**src/logic/fswp_pkg.sv**
```systemverilog
// Shared constants and types of the flash status and write-protect block.
// Assumes a single ref_clk domain; the serial link is sampled, not clocked.
package fswp_pkg;

  // Instruction codes
  localparam logic [7:0] OP_WR_EN = 8'h06;
  localparam logic [7:0] OP_WR_DIS = 8'h04;
  localparam logic [7:0] OP_RD_STAT = 8'h05;
  localparam logic [7:0] OP_WR_STAT = 8'h01;
  localparam logic [7:0] OP_RD_DATA = 8'h03;
  localparam logic [7:0] OP_RD_FAST = 8'h0b;
  localparam logic [7:0] OP_PAGE_PROG = 8'h02;
  localparam logic [7:0] OP_SECT_ERASE = 8'hd8;
  localparam logic [7:0] OP_CHIP_ERASE = 8'hc7;
  localparam logic [7:0] OP_PWR_DOWN = 8'hb9;
  localparam logic [7:0] OP_DEV_ID = 8'hab;
  localparam logic [7:0] OP_MFR_DEV_ID = 8'h90;

  // Status field positions
  localparam int BIT_BUSY = 0;
  localparam int BIT_WR_LATCH = 1;
  localparam int BIT_PROT_LO = 2;
  localparam int BIT_PROT_HI = 4;
  localparam int BIT_LOCK = 7;

  // Factory values of the retained bits
  localparam logic [2:0] RST_PROT = 3'h0;
  localparam logic RST_LOCK = 1'b0;

  // Frame byte positions
  localparam logic [2:0] BYTE_STAT_DATA = 3'h1;
  localparam logic [2:0] BYTE_ADDR_LAST = 3'h3;
  localparam logic [2:0] BYTE_ID_FIRST = 3'h3;
  localparam logic [2:0] BYTES_ERASE = 3'h4;
  localparam logic [2:0] BYTES_PROG = 3'h5;
  localparam logic [2:0] BYTES_MAX = 3'h7;

  // Array tops and protected-range bases
  localparam logic [23:0] TOP_1M = 24'h01ffff;
  localparam logic [23:0] TOP_2M = 24'h03ffff;
  localparam logic [23:0] TOP_4M = 24'h07ffff;
  localparam logic [23:0] BASE_4M_EIGHTH = 24'h070000;
  localparam logic [23:0] BASE_4M_QUARTER = 24'h060000;
  localparam logic [23:0] BASE_4M_HALF = 24'h040000;
  localparam logic [23:0] BASE_2M_QUARTER = 24'h030000;
  localparam logic [23:0] BASE_2M_HALF = 24'h020000;
  localparam logic [23:0] BASE_ALL = 24'h000000;

  // Self-timed cycle lengths in ref_clk cycles
  localparam logic [23:0] CYC_STAT_WR = 24'h000400;
  localparam logic [23:0] CYC_PROG = 24'h000200;
  localparam logic [23:0] CYC_SECT = 24'h000800;
  localparam logic [23:0] CYC_CHIP = 24'h001000;

  typedef enum logic [2:0] {
    CYC_NONE, CYC_WRSTAT, CYC_PP, CYC_SE, CYC_CE
  } fswp_cyc_t;

  typedef struct packed {
    logic csM, csQ, csP;
    logic sckM, sckQ, sckP;
    logic sdiM, sdiQ;
    logic wpM, wpQ;
    logic active, ignore, idSel;
    logic [2:0] bitIdx;
    logic [2:0] byteCnt;
    logic [7:0] shIn;
    logic [7:0] opcode;
    logic [7:0] srData;
    logic [23:0] addr;
    logic [7:0] shOut;
    logic doBit, outEnN;
    logic wrLatch, busy, lock;
    logic [2:0] prot;
    logic [23:0] busyCnt;
    fswp_cyc_t cyc;
    logic opValid;
    fswp_cyc_t opKind;
    logic [23:0] opAddr;
  } fswp_state_t;

endpackage

```
**src/logic/fswp_prot_map.sv**
```systemverilog
// Block-protect decode: maps the three protect bits to a protected range.
// Assumes the caller presents a byte address of the selected density.
`timescale 1ns/1ps
`default_nettype none
module fswp_prot_map #(
  parameter int DENSITY_MBIT = 4
) (
  input wire logic [2:0] protBits,
  input wire logic [23:0] addr,
  output logic protHit,
  output logic anyProt
);

  localparam logic [23:0] TOP = (DENSITY_MBIT == 4) ? fswp_pkg::TOP_4M :
    (DENSITY_MBIT == 2) ? fswp_pkg::TOP_2M : fswp_pkg::TOP_1M;

  logic [23:0] base;
  logic none;

  always_comb begin
    none = 1'b1;
    base = fswp_pkg::BASE_ALL;
    if (DENSITY_MBIT == 4) begin
      none = (protBits == 3'h0);
      if (!protBits[2]) begin
        case (protBits[1:0])
          2'h1: base = fswp_pkg::BASE_4M_EIGHTH;
          2'h2: base = fswp_pkg::BASE_4M_QUARTER;
          2'h3: base = fswp_pkg::BASE_4M_HALF;
          default: base = fswp_pkg::BASE_ALL;
        endcase
      end
    end else if (DENSITY_MBIT == 2) begin
      none = (protBits[1:0] == 2'h0);
      case (protBits[1:0])
        2'h1: base = fswp_pkg::BASE_2M_QUARTER;
        2'h2: base = fswp_pkg::BASE_2M_HALF;
        default: base = fswp_pkg::BASE_ALL;
      endcase
    end else begin
      none = (protBits[1:0] != 2'h3);
    end
    protHit = !none && ((addr & TOP) >= base);
    anyProt = !none;
  end

endmodule
`default_nettype wire

```
**src/logic/fswp_status_wp.sv**
```systemverilog
// Status register, write-enable latch and write protection of a serial
// flash, with instruction framing on chip select.
// Assumes SPI mode 0 or 3 pins from another clock domain, sampled here.
`timescale 1ns/1ps
`default_nettype none
module fswp_status_wp #(
  parameter int DENSITY_MBIT = 4,
  parameter logic [23:0] STAT_WR_CYCLES = fswp_pkg::CYC_STAT_WR,
  parameter logic [23:0] PROG_CYCLES = fswp_pkg::CYC_PROG,
  parameter logic [23:0] SECT_CYCLES = fswp_pkg::CYC_SECT,
  parameter logic [23:0] CHIP_CYCLES = fswp_pkg::CYC_CHIP,
  // Identifier values are arbitrary
  parameter logic [7:0] MFR_ID = 8'ha5,
  parameter logic [7:0] DEV_ID_1M = 8'h31,
  parameter logic [7:0] DEV_ID_2M = 8'h32,
  parameter logic [7:0] DEV_ID_4M = 8'h34
) (
  input wire logic ref_clk,
  input wire logic rst_n,
  input wire logic clkEn,
  input wire logic chipSelN,
  input wire logic serialClk,
  input wire logic serialIn,
  input wire logic writeProtN,
  output logic serialOut,
  output logic serialOutEnN,
  output logic arrayOpValid,
  output var fswp_pkg::fswp_cyc_t arrayOpKind,
  output logic [23:0] arrayOpAddr
);

  if (DENSITY_MBIT != 1 && DENSITY_MBIT != 2 &&
      DENSITY_MBIT != 4) begin : g_bad_density
    $error("DENSITY_MBIT must be 1, 2 or 4");
  end
  if (STAT_WR_CYCLES == 24'h0 || PROG_CYCLES == 24'h0 ||
      SECT_CYCLES == 24'h0 || CHIP_CYCLES == 24'h0) begin : g_bad_cycles
    $error("Cycle counts must be nonzero");
  end

  localparam logic [7:0] DEV_ID = (DENSITY_MBIT == 4) ? DEV_ID_4M :
    (DENSITY_MBIT == 2) ? DEV_ID_2M : DEV_ID_1M;

  localparam fswp_pkg::fswp_state_t ST_RST = '{
    outEnN: 1'b1,
    prot: fswp_pkg::RST_PROT,
    lock: fswp_pkg::RST_LOCK,
    cyc: fswp_pkg::CYC_NONE,
    opKind: fswp_pkg::CYC_NONE,
    default: '0
  };

  // Status byte as seen by a reader
  function automatic logic [7:0] statusOf(fswp_pkg::fswp_state_t s);
    logic [7:0] v;
    v = 8'h00;
    v[fswp_pkg::BIT_BUSY] = s.busy;
    v[fswp_pkg::BIT_WR_LATCH] = s.wrLatch;
    v[fswp_pkg::BIT_PROT_HI:fswp_pkg::BIT_PROT_LO] = s.prot;
    v[fswp_pkg::BIT_LOCK] = s.lock;
    return v;
  endfunction

  // Instructions that must end on a byte boundary
  function automatic logic isWriteOp(logic [7:0] op);
    return op == fswp_pkg::OP_WR_EN || op == fswp_pkg::OP_WR_DIS ||
      op == fswp_pkg::OP_WR_STAT || op == fswp_pkg::OP_PAGE_PROG ||
      op == fswp_pkg::OP_SECT_ERASE || op == fswp_pkg::OP_CHIP_ERASE;
  endfunction

  fswp_pkg::fswp_state_t st;
  fswp_pkg::fswp_state_t n;

  logic csFall, csRise, sckRise, sckFall, byteDone, cycEnd;
  logic [7:0] inByte, opNow, outVal;
  logic ignoreNow, outLoad;
  logic frameOk, locked, protHit, anyProt;
  logic wrEnGo, wrDisGo, wrStatGo, progGo, sectGo, chipGo;

  fswp_prot_map #(
    .DENSITY_MBIT(DENSITY_MBIT)
  ) u_prot_map (
    .protBits(st.prot),
    .addr(st.addr),
    .protHit(protHit),
    .anyProt(anyProt)
  );

  assign csFall = st.csP && !st.csQ;
  assign csRise = !st.csP && st.csQ;
  assign sckRise = !st.sckP && st.sckQ && !st.csQ && st.active;
  assign sckFall = st.sckP && !st.sckQ && !st.csQ && st.active;
  assign byteDone = sckRise && (st.bitIdx == 3'h7);
  assign inByte = {st.shIn[6:0], st.sdiQ};
  assign opNow = (st.byteCnt == 3'h0) ? inByte : st.opcode;
  assign ignoreNow = (st.byteCnt == 3'h0) ?
    (st.busy && inByte != fswp_pkg::OP_RD_STAT) : st.ignore;
  assign cycEnd = st.busy && (st.busyCnt == 24'h000001);
  assign locked = st.lock && !st.wpQ;

  // Whole bytes only, not busy, not ignored
  assign frameOk = csRise && st.active && !st.ignore && !st.busy &&
    (st.bitIdx == 3'h0) && (st.byteCnt != 3'h0) && isWriteOp(st.opcode);
  assign wrEnGo = frameOk && st.opcode == fswp_pkg::OP_WR_EN;
  assign wrDisGo = frameOk && st.opcode == fswp_pkg::OP_WR_DIS;
  assign wrStatGo = frameOk && st.opcode == fswp_pkg::OP_WR_STAT &&
    st.wrLatch && !locked &&
    st.byteCnt > fswp_pkg::BYTE_STAT_DATA;
  assign progGo = frameOk && st.opcode == fswp_pkg::OP_PAGE_PROG &&
    st.wrLatch && !protHit && st.byteCnt >= fswp_pkg::BYTES_PROG;
  assign sectGo = frameOk && st.opcode == fswp_pkg::OP_SECT_ERASE &&
    st.wrLatch && !protHit && st.byteCnt >= fswp_pkg::BYTES_ERASE;
  assign chipGo = frameOk && st.opcode == fswp_pkg::OP_CHIP_ERASE &&
    st.wrLatch && !anyProt;

  // Next byte to shift out, chosen as a byte completes
  always_comb begin
    outLoad = 1'b0;
    outVal = 8'h00;
    if (byteDone && !ignoreNow) begin
      case (opNow)
        fswp_pkg::OP_RD_STAT: begin
          outLoad = 1'b1;
          outVal = statusOf(st);
        end
        fswp_pkg::OP_MFR_DEV_ID: begin
          outLoad = st.byteCnt >= fswp_pkg::BYTE_ID_FIRST;
          outVal = st.idSel ? DEV_ID : MFR_ID;
        end
        fswp_pkg::OP_DEV_ID: begin
          outLoad = st.byteCnt >= fswp_pkg::BYTE_ID_FIRST;
          outVal = DEV_ID;
        end
        default: outLoad = 1'b0;
      endcase
    end
  end

  always_comb begin
    n = st;
    n.opValid = 1'b0;
    n.csM = chipSelN;
    n.csQ = st.csM;
    n.csP = st.csQ;
    n.sckM = serialClk;
    n.sckQ = st.sckM;
    n.sckP = st.sckQ;
    n.sdiM = serialIn;
    n.sdiQ = st.sdiM;
    n.wpM = writeProtN;
    n.wpQ = st.wpM;

    // Self-timed cycle countdown
    if (st.busy) begin
      n.busyCnt = st.busyCnt - 24'h000001;
      if (cycEnd) begin
        n.busy = 1'b0;
        n.wrLatch = 1'b0;
        n.cyc = fswp_pkg::CYC_NONE;
        if (st.cyc == fswp_pkg::CYC_WRSTAT) begin
          n.prot = st.srData[fswp_pkg::BIT_PROT_HI:fswp_pkg::BIT_PROT_LO];
          n.lock = st.srData[fswp_pkg::BIT_LOCK];
        end
      end
    end

    if (csFall) begin
      n.active = 1'b1;
      n.ignore = 1'b0;
      n.idSel = 1'b0;
      n.bitIdx = 3'h0;
      n.byteCnt = 3'h0;
    end

    if (sckRise) begin
      n.shIn = inByte;
      n.bitIdx = st.bitIdx + 3'h1;
    end

    if (byteDone) begin
      if (st.byteCnt != fswp_pkg::BYTES_MAX) begin
        n.byteCnt = st.byteCnt + 3'h1;
      end
      if (st.byteCnt == 3'h0) begin
        n.opcode = inByte;
        n.ignore = ignoreNow;
      end else if (!st.ignore) begin
        if (st.byteCnt <= fswp_pkg::BYTE_ADDR_LAST) begin
          n.addr = {st.addr[15:0], inByte};
        end
        if (st.byteCnt == fswp_pkg::BYTE_STAT_DATA &&
            st.opcode == fswp_pkg::OP_WR_STAT) begin
          n.srData = inByte;
        end
      end
    end

    if (outLoad) begin
      n.shOut = outVal;
      n.outEnN = 1'b0;
      if (opNow == fswp_pkg::OP_MFR_DEV_ID) begin
        n.idSel = !st.idSel;
      end
    end

    // Output changes on the falling serial clock
    if (sckFall && !st.outEnN) begin
      n.doBit = st.shOut[7];
      n.shOut = {st.shOut[6:0], 1'b0};
    end

    if (csRise) begin
      n.active = 1'b0;
      n.outEnN = 1'b1;
      n.doBit = 1'b0;
    end

    if (wrEnGo) begin
      n.wrLatch = 1'b1;
    end
    if (wrDisGo) begin
      n.wrLatch = 1'b0;
    end
    if (wrStatGo || progGo || sectGo || chipGo) begin
      n.busy = 1'b1;
      n.opAddr = st.addr;
      if (wrStatGo) begin
        n.cyc = fswp_pkg::CYC_WRSTAT;
        n.busyCnt = STAT_WR_CYCLES;
      end else if (progGo) begin
        n.cyc = fswp_pkg::CYC_PP;
        n.busyCnt = PROG_CYCLES;
      end else if (sectGo) begin
        n.cyc = fswp_pkg::CYC_SE;
        n.busyCnt = SECT_CYCLES;
      end else begin
        n.cyc = fswp_pkg::CYC_CE;
        n.busyCnt = CHIP_CYCLES;
      end
      n.opValid = !wrStatGo;
      n.opKind = n.cyc;
    end
  end

  always_ff @(posedge ref_clk or negedge rst_n) begin
    if (!rst_n) begin
      st <= ST_RST;
    end else if (clkEn) begin
      st <= n;
    end
  end

  assign serialOut = st.doBit;
  assign serialOutEnN = st.outEnN;
  assign arrayOpValid = st.opValid;
  assign arrayOpKind = st.opKind;
  assign arrayOpAddr = st.opAddr;

  frame_start_a: assert property (
    @(posedge ref_clk) disable iff (!rst_n)
    clkEn && csFall |=> st.active && st.bitIdx == 3'h0 &&
      st.byteCnt == 3'h0)
    else $error("Frame did not start on select fall");

  busy_set_a: assert property (
    @(posedge ref_clk) disable iff (!rst_n)
    clkEn && (wrStatGo || progGo || sectGo || chipGo) |=>
      st.busy && (statusOf(st) & 8'h01) == 8'h01)
    else $error("Busy not raised for self-timed cycle");

  busy_ignore_a: assert property (
    @(posedge ref_clk) disable iff (!rst_n)
    clkEn && byteDone && st.byteCnt == 3'h0 && st.busy &&
      inByte != fswp_pkg::OP_RD_STAT |=> st.ignore ##0 !arrayOpValid)
    else $error("Instruction taken while busy");

  busy_clear_a: assert property (
    @(posedge ref_clk) disable iff (!rst_n)
    clkEn && cycEnd |=> !st.busy && !st.wrLatch)
    else $error("Busy or latch left set after cycle");

  latch_set_a: assert property (
    @(posedge ref_clk) disable iff (!rst_n)
    clkEn && wrEnGo |=> st.wrLatch)
    else $error("Write enable did not set latch");

  latch_clear_a: assert property (
    @(posedge ref_clk) disable iff (!rst_n)
    clkEn && wrDisGo |=> !st.wrLatch)
    else $error("Write disable did not clear latch");

  prot_reject_a: assert property (
    @(posedge ref_clk) disable iff (!rst_n)
    clkEn && csRise && !st.busy && protHit &&
      (st.opcode == fswp_pkg::OP_PAGE_PROG ||
       st.opcode == fswp_pkg::OP_SECT_ERASE) |=> !st.busy && !st.opValid)
    else $error("Write into protected range accepted");

  lock_hold_a: assert property (
    @(posedge ref_clk) disable iff (!rst_n)
    clkEn && frameOk && st.opcode == fswp_pkg::OP_WR_STAT && locked |=>
      !st.busy && $stable(st.wrLatch))
    else $error("Status write accepted while locked");

  byte_bound_a: assert property (
    @(posedge ref_clk) disable iff (!rst_n)
    clkEn && csRise && st.bitIdx != 3'h0 && !st.busy |=>
      !st.busy && $stable(st.wrLatch))
    else $error("Partial-byte write instruction executed");

  enable_need_a: assert property (
    @(posedge ref_clk) disable iff (!rst_n)
    clkEn && csRise && !st.wrLatch && !st.busy |=> !st.busy)
    else $error("Write started without enable latch");

  stat_shift_a: assert property (
    @(posedge ref_clk) disable iff (!rst_n)
    clkEn && outLoad && opNow == fswp_pkg::OP_RD_STAT |=>
      st.shOut[6:5] == 2'h0 && st.shOut[0] == $past(st.busy) &&
      !serialOutEnN)
    else $error("Status byte loaded wrongly");

endmodule
`default_nettype wire

```
**config.mk**
```make
export PLATFORM = sky130hd
export DESIGN_NAME = fswp_status_wp
export DESIGN_NICKNAME = d
export VERILOG_FILES = /design/src/logic/fswp_pkg.sv /design/src/logic/fswp_prot_map.sv /design/src/logic/fswp_status_wp.sv
export SDC_FILE = /design/constraint.sdc
export NUM_CORES = 1
export LEC_CHECK = 0
export BUFFER_PORTS_ARGS = -buffer_cell sky130_fd_sc_hd__buf_2
export CAP_MARGIN = 25
export CORE_ASPECT_RATIO = 0.5
export CORE_UTILIZATION = 55
export DETAILED_ROUTE_END_ITERATION = 10
export GPL_TIMING_DRIVEN = 0
export PLACE_DENSITY_LB_ADDON = 0.05
export SYNTH_ARGS = -nofsm -noshare
export SYNTH_HDL_FRONTEND = slang
export SYNTH_HIERARCHICAL = 1
export SYNTH_SLANG_ARGS = --single-unit
```
**constraint.sdc**
```tcl
create_clock -name ref_clk -period 3 [get_ports ref_clk]
set_clock_uncertainty 0.2 [all_clocks]
set_input_delay 0.6 -clock ref_clk [delete_from_list [all_inputs] [get_ports ref_clk]]
set_output_delay 0.6 -clock ref_clk [all_outputs]
set_load 0.01 [all_outputs]
```
==> results.py, run 1 <==
metrics = {
    "run_status": {
        "outcome": "complete, but fails checks",
        "violations": "setup timing",
    },
    "sta": {
        "layout_worst_path_cycle_share_pct": 108.2,
        "slew_violations": 0,
        "worst_slew_pin_slew_ps": 760.7,
        "final.hold.worst_slack_ps": 209.0,
        "period_minus_slack_ps": 3247,
        "timing.fmax_ghz": 0.3080,
        "hold_viol_final": 0,
        "rsz0062_at_grt": "yes",
        "post-route-worst-setup-slack_ps": -246.9,
        "setup-violations-final": 55,
        "max_slew_margin_pct": 48.89,
    },
    "yosys": {
        "synth-seq-area-share_pct": 49.96,
        "synth_cell_type_count": 70,
        "netlist_instances": 660,
        "dominant_register_cell_in_the_synthesized_netlist": "sky130_fd_sc_hd__dfrtp_1",
        "ys_async_sr_fraction_pct": 100.0,
        "avgSynthCellArea_um2": 10.10,
        "synthesis.area_um2": 6664,
        "synth_edf_count": 0,
        "ys.warnings.count": 6,
        "ys_seq_elements": 133,
        "syn_nets": 685,
    },
    "cells_and_area": {
        "final_instance_count_excl_fillers": 916,
        "final_layout_size_suffix_gt1_share_pct": 33.03,
        "area.growth.synth_to_final_pct": 25.59,
        "final_nets": 769,
        "nFillCells": 788,
        "finish.instance_area_um2": 8369,
        "postLayoutCoreUtil_pct": 73.51,
        "insertedDiodeCount": 0,
    },
    "power_and_ir_drop": {
        "fin_total_pwr_uw": 4081,
        "netSwitchingFraction_pct": 24.13,
        "power.share.clock_pct": 49.4,
        "seq_power_share_pct": 46.3,
        "power.switching_uw": 984.5,
        "ir_worst_vdd_mv": 0.3697,
        "power_frac_comb_pct": 4.4,
        "total_leakage_power_uw": 0.004148,
        "p_int_uw": 3096,
        "pwr_density_cell_nw_per_um2": 487.6,
    },
    "route": {
        "detail_route.first_pass.iterations": 4,
        "drtIter0Drc": 329,
        "routedWlPerCell_um": 17.62,
        "vias": 5306,
        "drt_wl_total_mm": 16.14,
        "via_per_inst": 5.793,
        "postRouteAntennaNets": 0,
        "drc": 0,
    },
    "global_routing": {
        "grtUsageTotal_pct": 26.13,
        "largest_net_degree_at_the_start_of_global_routing": 75,
        "via_count_of_the_first_global_routing_pass": 4840,
        "grt_antenna_before_repair": 0,
        "grt_first_pass_wirelength_mm": 24.72,
        "grt.overflow.total": 0,
    },
    "worst_setup_path": {
        "worst-endpoint-arrival_ps": 3400,
        "cp_max_fo": 5,
        "cp.required_ps": 3150,
        "crit_path_end_kind": "flop",
        "critical_path_type": "flop to flop",
        "startpoint_type": "flop",
    },
    "floorplan": {
        "std_cell_rows": 27,
        "chipHeight_um": 79.84,
        "initial_utilization_pct": 58.53,
        "design.portCount": 37,
        "design.die.area_um2": 12590,
        "design.core.area_um2": 11380,
        "die_width_um": 157.7,
    },
    "clock_tree": {
        "htreeDepth": 4,
        "cts_max_path_buffers": 2,
        "cts_root_buf": "sky130_fd_sc_hd__clkbuf_16",
        "clkTransAtPathRegs_ps": 60,
        "clock_sinks": 133,
        "cts_buffers": 17,
        "clk-insertion-delay-late_ps": 420,
        "tritoncts": "done",
    },
    "worst_hold_path": {
        "hold_path.class": "input pin to flop",
    },
    "placement": {
        "gp_congestion": 0.8743,
        "numPortBuffers": 35,
        "hpwl_reported_at_the_end_of_detailed_placement_mm": 10.32,
        "place_area_um2": 7086,
        "dpl.cell_count": 856,
    },
    "run": {
        "cap_viol_max_count": 0,
    },
}
[repair_timing]
action,4_1_cts,5_1_grt
setup buffers,11,13
gates cloned,1,4
endpoints found under the setup margin,83,80
endpoints found under the hold margin,59,0
hold buffers,1,0
resized for setup,40,80
pin swaps,11,38
[worst max-delay path, cell delays in order, from the launching register on]
cell	delay, ps
sky130_fd_sc_hd__dfrtp_2	390
sky130_fd_sc_hd__inv_4	50
sky130_fd_sc_hd__ha_2	170
sky130_fd_sc_hd__nor2b_4	130
sky130_fd_sc_hd__ha_4	260
sky130_fd_sc_hd__nor4b_4	170
sky130_fd_sc_hd__nand4_1	130
sky130_fd_sc_hd__nor3_2	190
sky130_fd_sc_hd__o31a_1	190
sky130_fd_sc_hd__nand3b_1	220
sky130_fd_sc_hd__a21oi_4	80
sky130_fd_sc_hd__o31ai_4	390
sky130_fd_sc_hd__buf_4	180
sky130_fd_sc_hd__mux2i_1	220
sky130_fd_sc_hd__o221a_1	210
[Yosys cell counts (all sizes together) (5+ instances only)]
cell | number | share of area [%]
clkbuf | 18 | 1.0
nor2 | 34 | 1.9
nand2b | 6 | 0.56
nand4 | 8 | 0.75
a21oi | 9 | 0.68
inv | 25 | 1.4
dfrtp | 132 | 50
or3 | 9 | 0.92
a22o | 6 | 0.79
nand4b | 5 | 0.66
mux2i | 10 | 1.5
nand2 | 136 | 7.7
buf | 34 | 3.5
nor2b | 5 | 0.47
nand3 | 30 | 2.3
o21ai | 24 | 1.8
nor3 | 8 | 0.68
ha | 18 | 3.4
mux2 | 54 | 9.1
nor4 | 11 | 1.0
[registers in the layout (all words and copies together) (netlist names)]
name	count
n	6
serialOutEnN	1
st	89
serialOut	1
inByte	8
arrayOpKind	3
arrayOpValid	1
arrayOpAddr	24
[final cells by class]
type                            count  area [um2]  area share [%]
Buffer                             52       369.1           4.410
Clock buffer                       19       452.9           5.412
Clock inverter                     13       122.6           1.465
Inverter                           25       96.34           1.151
Multi-Input combinational cell    451        3304           39.48
Sequential cell                   133        3332           39.81
Tap cell                          159       198.9           2.377
Timing Repair Buffer               64       493.0           5.890
[per-stage QoR]
step,setup slack (ps),setup TNS [ps]
CTS,-21.34,-51.25
global placement,-705.0,-118740
finish,-246.9,-5841
global route,-319.1,-10700
floorplan,41.45,0
detailed placement,-643.1,-27970
[layout by cell type, fill, tap and decap left out, drive strengths merged, types with 10 or more instances in the layout]
cell / count
ha: 18
nand2: 136
buf: 96
o21ai: 24
clkbuf: 38
mux2i: 10
nor4: 11
mux2: 54
nand3: 30
inv: 29
nor2: 35
dfrtp: 132
[power by group through the flow]
| stage | registers [uW] | logic [uW] | clock network (uW) |
|---|---|---|---|
| 6_report | 1890 | 179 | 2010 |
| 3_3_place_gp | 1920 | 169 | 0 |
| 4_1_cts | 1890 | 179 | 2030 |
| 3_5_place_dp | 1920 | 177 | 0 |
| 2_1_floorplan | 1900 | 107 | 0 |
| 5_1_grt | 1890 | 203 | 2120 |
[cells by family (layout without fill, tap and decap cells)]
family	Yosys count	in the layout	synth area share, %
compound gates	87	87	9.388
buf+inv	77	173	5.952
mux	64	64	10.63
fa+ha+maj	18	18	3.380
xor+xnor	5	5	0.6573
simple gates	276	277	20.03
flops	133	133	49.96
[path summary, 6_finish.rpt]
check	startpoint	end	slack, ps	cells past startpoint
setup / recovery	st[56]	st[42]	-250	14
hold / removal	serialClk	n[133]	210	2
setup reg to reg	st[56]	st[42]	-250	14
hold reg to reg	arrayOpAddr[15]	arrayOpAddr[15]	260	2
max in group asynchronous	rst_n	serialOutEnN	1280	3
min in group asynchronous	rst_n	st[49]	530	2
[per-layer routing]
| layer | global-route usage, % | up-vias | share of wire (%) |
|---|---|---|---|
| met1 | 38.68 | 2659 | 49 |
| met4 | 9.126 | 0 | 1.4 |
| met2 | 38.15 | 146 | 44 |
| met3 | 4.886 | 26 | 5.1 |
| met5 | 0 | - | 0 |
| li1 | - | 2475 | - |
No activity file was read; power rests on OpenSTA's default activity.
==> run 2: changes to the inputs <==
--- a/config.mk
+++ b/config.mk
@@ -14,5 +14,4 @@
 export PLACE_DENSITY_LB_ADDON = 0.05
 export SYNTH_ARGS = -nofsm -noshare
 export SYNTH_HDL_FRONTEND = slang
-export SYNTH_HIERARCHICAL = 1
 export SYNTH_SLANG_ARGS = --single-unit
==> results.py, run 2 <==
metrics = {
    "yosys": {
        "netlist_instances": 609,
        "syn_nets": 634,
        "synth-seq-area-share_pct": 48.41,
        "synth_edf_count": 0,
        "ys.warnings.count": 0,
        "ys_top_cells_by_count": "132 x sky130_fd_sc_hd__dfrtp_1, 85 x sky130_fd_sc_hd__mux2_2, 37 x sky130_fd_sc_hd__nand2_1",
        "ys_seq_elements": 133,
        "synthesis.area_um2": 6878,
        "ys_async_sr_fraction_pct": 100.0,
        "avgSynthCellArea_um2": 11.29,
        "yosys.area.top_type_share_pct": 48.03,
        "synth_largest_area_cell": "sky130_fd_sc_hd__dfrtp_1",
        "synth_area_leaders": "sky130_fd_sc_hd__dfrtp_1 48%, sky130_fd_sc_hd__mux2_2 14%, sky130_fd_sc_hd__ha_1 3.3%, sky130_fd_sc_hd__buf_4 2.9%, sky130_fd_sc_hd__a22o_1 2.5%",
        "dominant_register_cell_in_the_synthesized_netlist": "sky130_fd_sc_hd__dfrtp_1",
        "yosys.cell_count.top_type": "sky130_fd_sc_hd__dfrtp_1",
        "synth_cell_type_count": 67,
    },
    "floorplan": {
        "die_width_um": 160.1,
        "design.die.area_um2": 12980,
        "design.portCount": 37,
        "initial_utilization_pct": 57.40,
        "design.core.area_um2": 11980,
        "std_cell_rows": 28,
        "chipHeight_um": 81.08,
    },
    "route": {
        "route.met2.wl_mm": 7.526,
        "drtIter0Drc": 341,
        "detail_route.first_pass.iterations": 4,
        "postRouteAntennaNets": 0,
        "routed.top_layer": "met4",
        "met3_wire_length_um": 657,
        "drc": 0,
        "vias": 5105,
        "drt_wl_total_mm": 16.18,
        "routedWlPerCell_um": 18.63,
        "via_per_inst": 5.881,
        "wl_met1_mm": 7.830,
    },
    "clock_tree": {
        "cts_buffers": 17,
        "htreeDepth": 4,
        "clock_sinks": 133,
        "clk-insertion-delay-late_ps": 420,
        "cts_root_buf": "sky130_fd_sc_hd__clkbuf_16",
        "clkTransAtPathRegs_ps": 60,
        "tritoncts": "done",
        "cts_max_path_buffers": 2,
    },
    "run": {
        "cap_viol_max_count": 0,
    },
    "power_and_ir_drop": {
        "seq_power_share_pct": 44.7,
        "power.share.clock_pct": 46.1,
        "power.switching_uw": 1186,
        "total_leakage_power_uw": 0.003968,
        "ir_worst_vdd_mv": 0.2798,
        "power_frac_comb_pct": 9.2,
        "netSwitchingFraction_pct": 26.20,
        "p_int_uw": 3341,
        "pwr_density_cell_nw_per_um2": 537.2,
    },
    "global_routing": {
        "grt_first_pass_wirelength_mm": 26.00,
        "grt_antenna_before_repair": 0,
        "largest_net_degree_at_the_start_of_global_routing": 78,
        "grt.overflow.total": 0,
        "via_count_of_the_first_global_routing_pass": 4916,
        "grtUsageTotal_pct": 26.20,
    },
    "worst_setup_path": {
        "cp_max_fo": 4,
        "startpoint_type": "flop",
        "crit_start": "st[55]",
        "critical_path_type": "flop to flop",
        "reg2reg_from": "st[55]",
        "worst-endpoint-arrival_ps": 3260,
        "cp.required_ps": 3100,
        "crit_path_end_kind": "flop",
    },
    "sta": {
        "period_minus_slack_ps": 3155,
        "rsz0062_at_grt": "yes",
        "final.hold.worst_slack_ps": 220.6,
        "setup-violations-final": 47,
        "slew_violations": 0,
        "post-route-worst-setup-slack_ps": -154.6,
        "layout_worst_path_cycle_share_pct": 105.2,
        "max_slew_margin_pct": 59.71,
        "hold_viol_final": 0,
        "worst_slew_pin_slew_ps": 598.8,
        "timing.fmax_ghz": 0.3170,
    },
    "placement": {
        "numPortBuffers": 36,
        "gp_congestion": 0.8894,
        "hpwl_reported_at_the_end_of_detailed_placement_mm": 10.49,
        "place_area_um2": 7335,
    },
    "cells_and_area": {
        "commonest_non_fill_non_tap_cell_in_the_layout": "sky130_fd_sc_hd__dfrtp_1",
        "final_layout_size_suffix_gt1_share_pct": 38.12,
        "area.growth.synth_to_final_pct": 22.54,
        "layout_common_cells": "130 x sky130_fd_sc_hd__dfrtp_1, 70 x sky130_fd_sc_hd__mux2_2, 44 x sky130_fd_sc_hd__buf_4, 36 x sky130_fd_sc_hd__buf_2, 34 x sky130_fd_sc_hd__nand2_1",
        "insertedDiodeCount": 0,
        "final_nets": 716,
        "largest_register_ff_count": 89,
        "finish.instance_area_um2": 8428,
        "nFillCells": 881,
        "register_with_the_most_flip_flops": "st",
    },
    "run_status": {
        "violations": "setup timing",
        "outcome": "complete, but fails checks",
    },
    "worst_hold_path": {
        "hold_path.class": "input pin to flop",
        "hold_path.startpoint": "serialClk",
    },
}
## run 2: cell types whose count changed in the layout (fill, tap and decap cells not counted), sizes merged, moves of 9 or more
cell,previous run,this run
nand2,136,37
mux2,54,89
nor2,35,17
a22o,6,20
nor3,8,17
or4,3,12
## run 2: metal layers
layer  up-vias  global-route usage, %
met5         -                      0
met4         0                  8.000
met3        20                  4.801
met2       125                  42.61
met1      2565                  36.15
li1       2395                      -
## run 2: worst max-delay path, cell delays in order (launching register included)
cell and delay [ps]:
sky130_fd_sc_hd__dfrtp_1 420, sky130_fd_sc_hd__ha_2 180, sky130_fd_sc_hd__nor2b_4 130, sky130_fd_sc_hd__ha_4 260, sky130_fd_sc_hd__or4b_4 460, sky130_fd_sc_hd__nor4_4 130
sky130_fd_sc_hd__buf_4 190, sky130_fd_sc_hd__a2111oi_4 90, sky130_fd_sc_hd__a311oi_4 230, sky130_fd_sc_hd__buf_6 170, sky130_fd_sc_hd__buf_8 130, sky130_fd_sc_hd__clkbuf_16 140
sky130_fd_sc_hd__mux2_4 290
## run 2: worst paths after layout
check / cells after the start / slack, ps / end
hold / removal: 2 / 220 / n[133]
max in group asynchronous: 3 / 1320 / st[122]
min in group asynchronous: 2 / 520 / st[35]
setup reg to reg: 12 / -150 / arrayOpAddr[3]
setup / recovery: 12 / -150 / arrayOpAddr[3]
hold reg to reg: 2 / 290 / arrayOpKind[1]
## run 2: power by group through the flow
stage,logic [uW],registers [uW],clock network [uW]
2_1_floorplan,267,2010,0
3_3_place_gp,365,2040,0
3_5_place_dp,384,2040,0
4_1_cts,396,2020,2100
5_1_grt,469,2030,2190
6_report,417,2020,2090
## run 2: logic make-up after synthesis
family / after synthesis / synth area share, %
simple gates: 185 / 16.03
buf+inv: 75 / 5.967
mux: 94 / 15.52
compound gates: 104 / 10.81
flops: 133 / 48.41
fa+ha+maj: 18 / 3.275
## run 2: cell type report
cell class                 instances  area, um2  area share, %
multi-input combinational        401       3388          40.20
clock buffer                      19      442.9          5.255
inverter                          25      93.84          1.113
clock inverter                    12      145.1          1.722
tap                              165      206.4          2.450
buffer                            49      340.3          4.038
timing repair buffer              64      479.2          5.686
sequential                       133       3332          39.53
## run 2: timing repair
action                     in CTS  in global routing
setup endpoints to repair      80                 71
pin swaps                      16                 21
gates cloned                    2                  1
hold endpoints to repair       55                  0
resized for setup              42                 36
setup buffers                  17                  8
hold buffers                    1                  0
## run 2: through the flow
stage | power, uW | util [%] | std cells | setup TNS (ps) | setup slack, ps
global route | 4693 | 70.34 | 868 | -8457 | -224.1
detailed placement | 2428 | 61.22 | 811 | -26800 | -667.8
CTS | 4518 | 68.85 | 862 | -11090 | -318.1
global placement | 2404 | 60.93 | 810 | -115090 | -696.7
finish | 4527 | 70.34 | 868 | -4621 | -154.6
floorplan | 2277 | - | 609 | 0 | 74.24
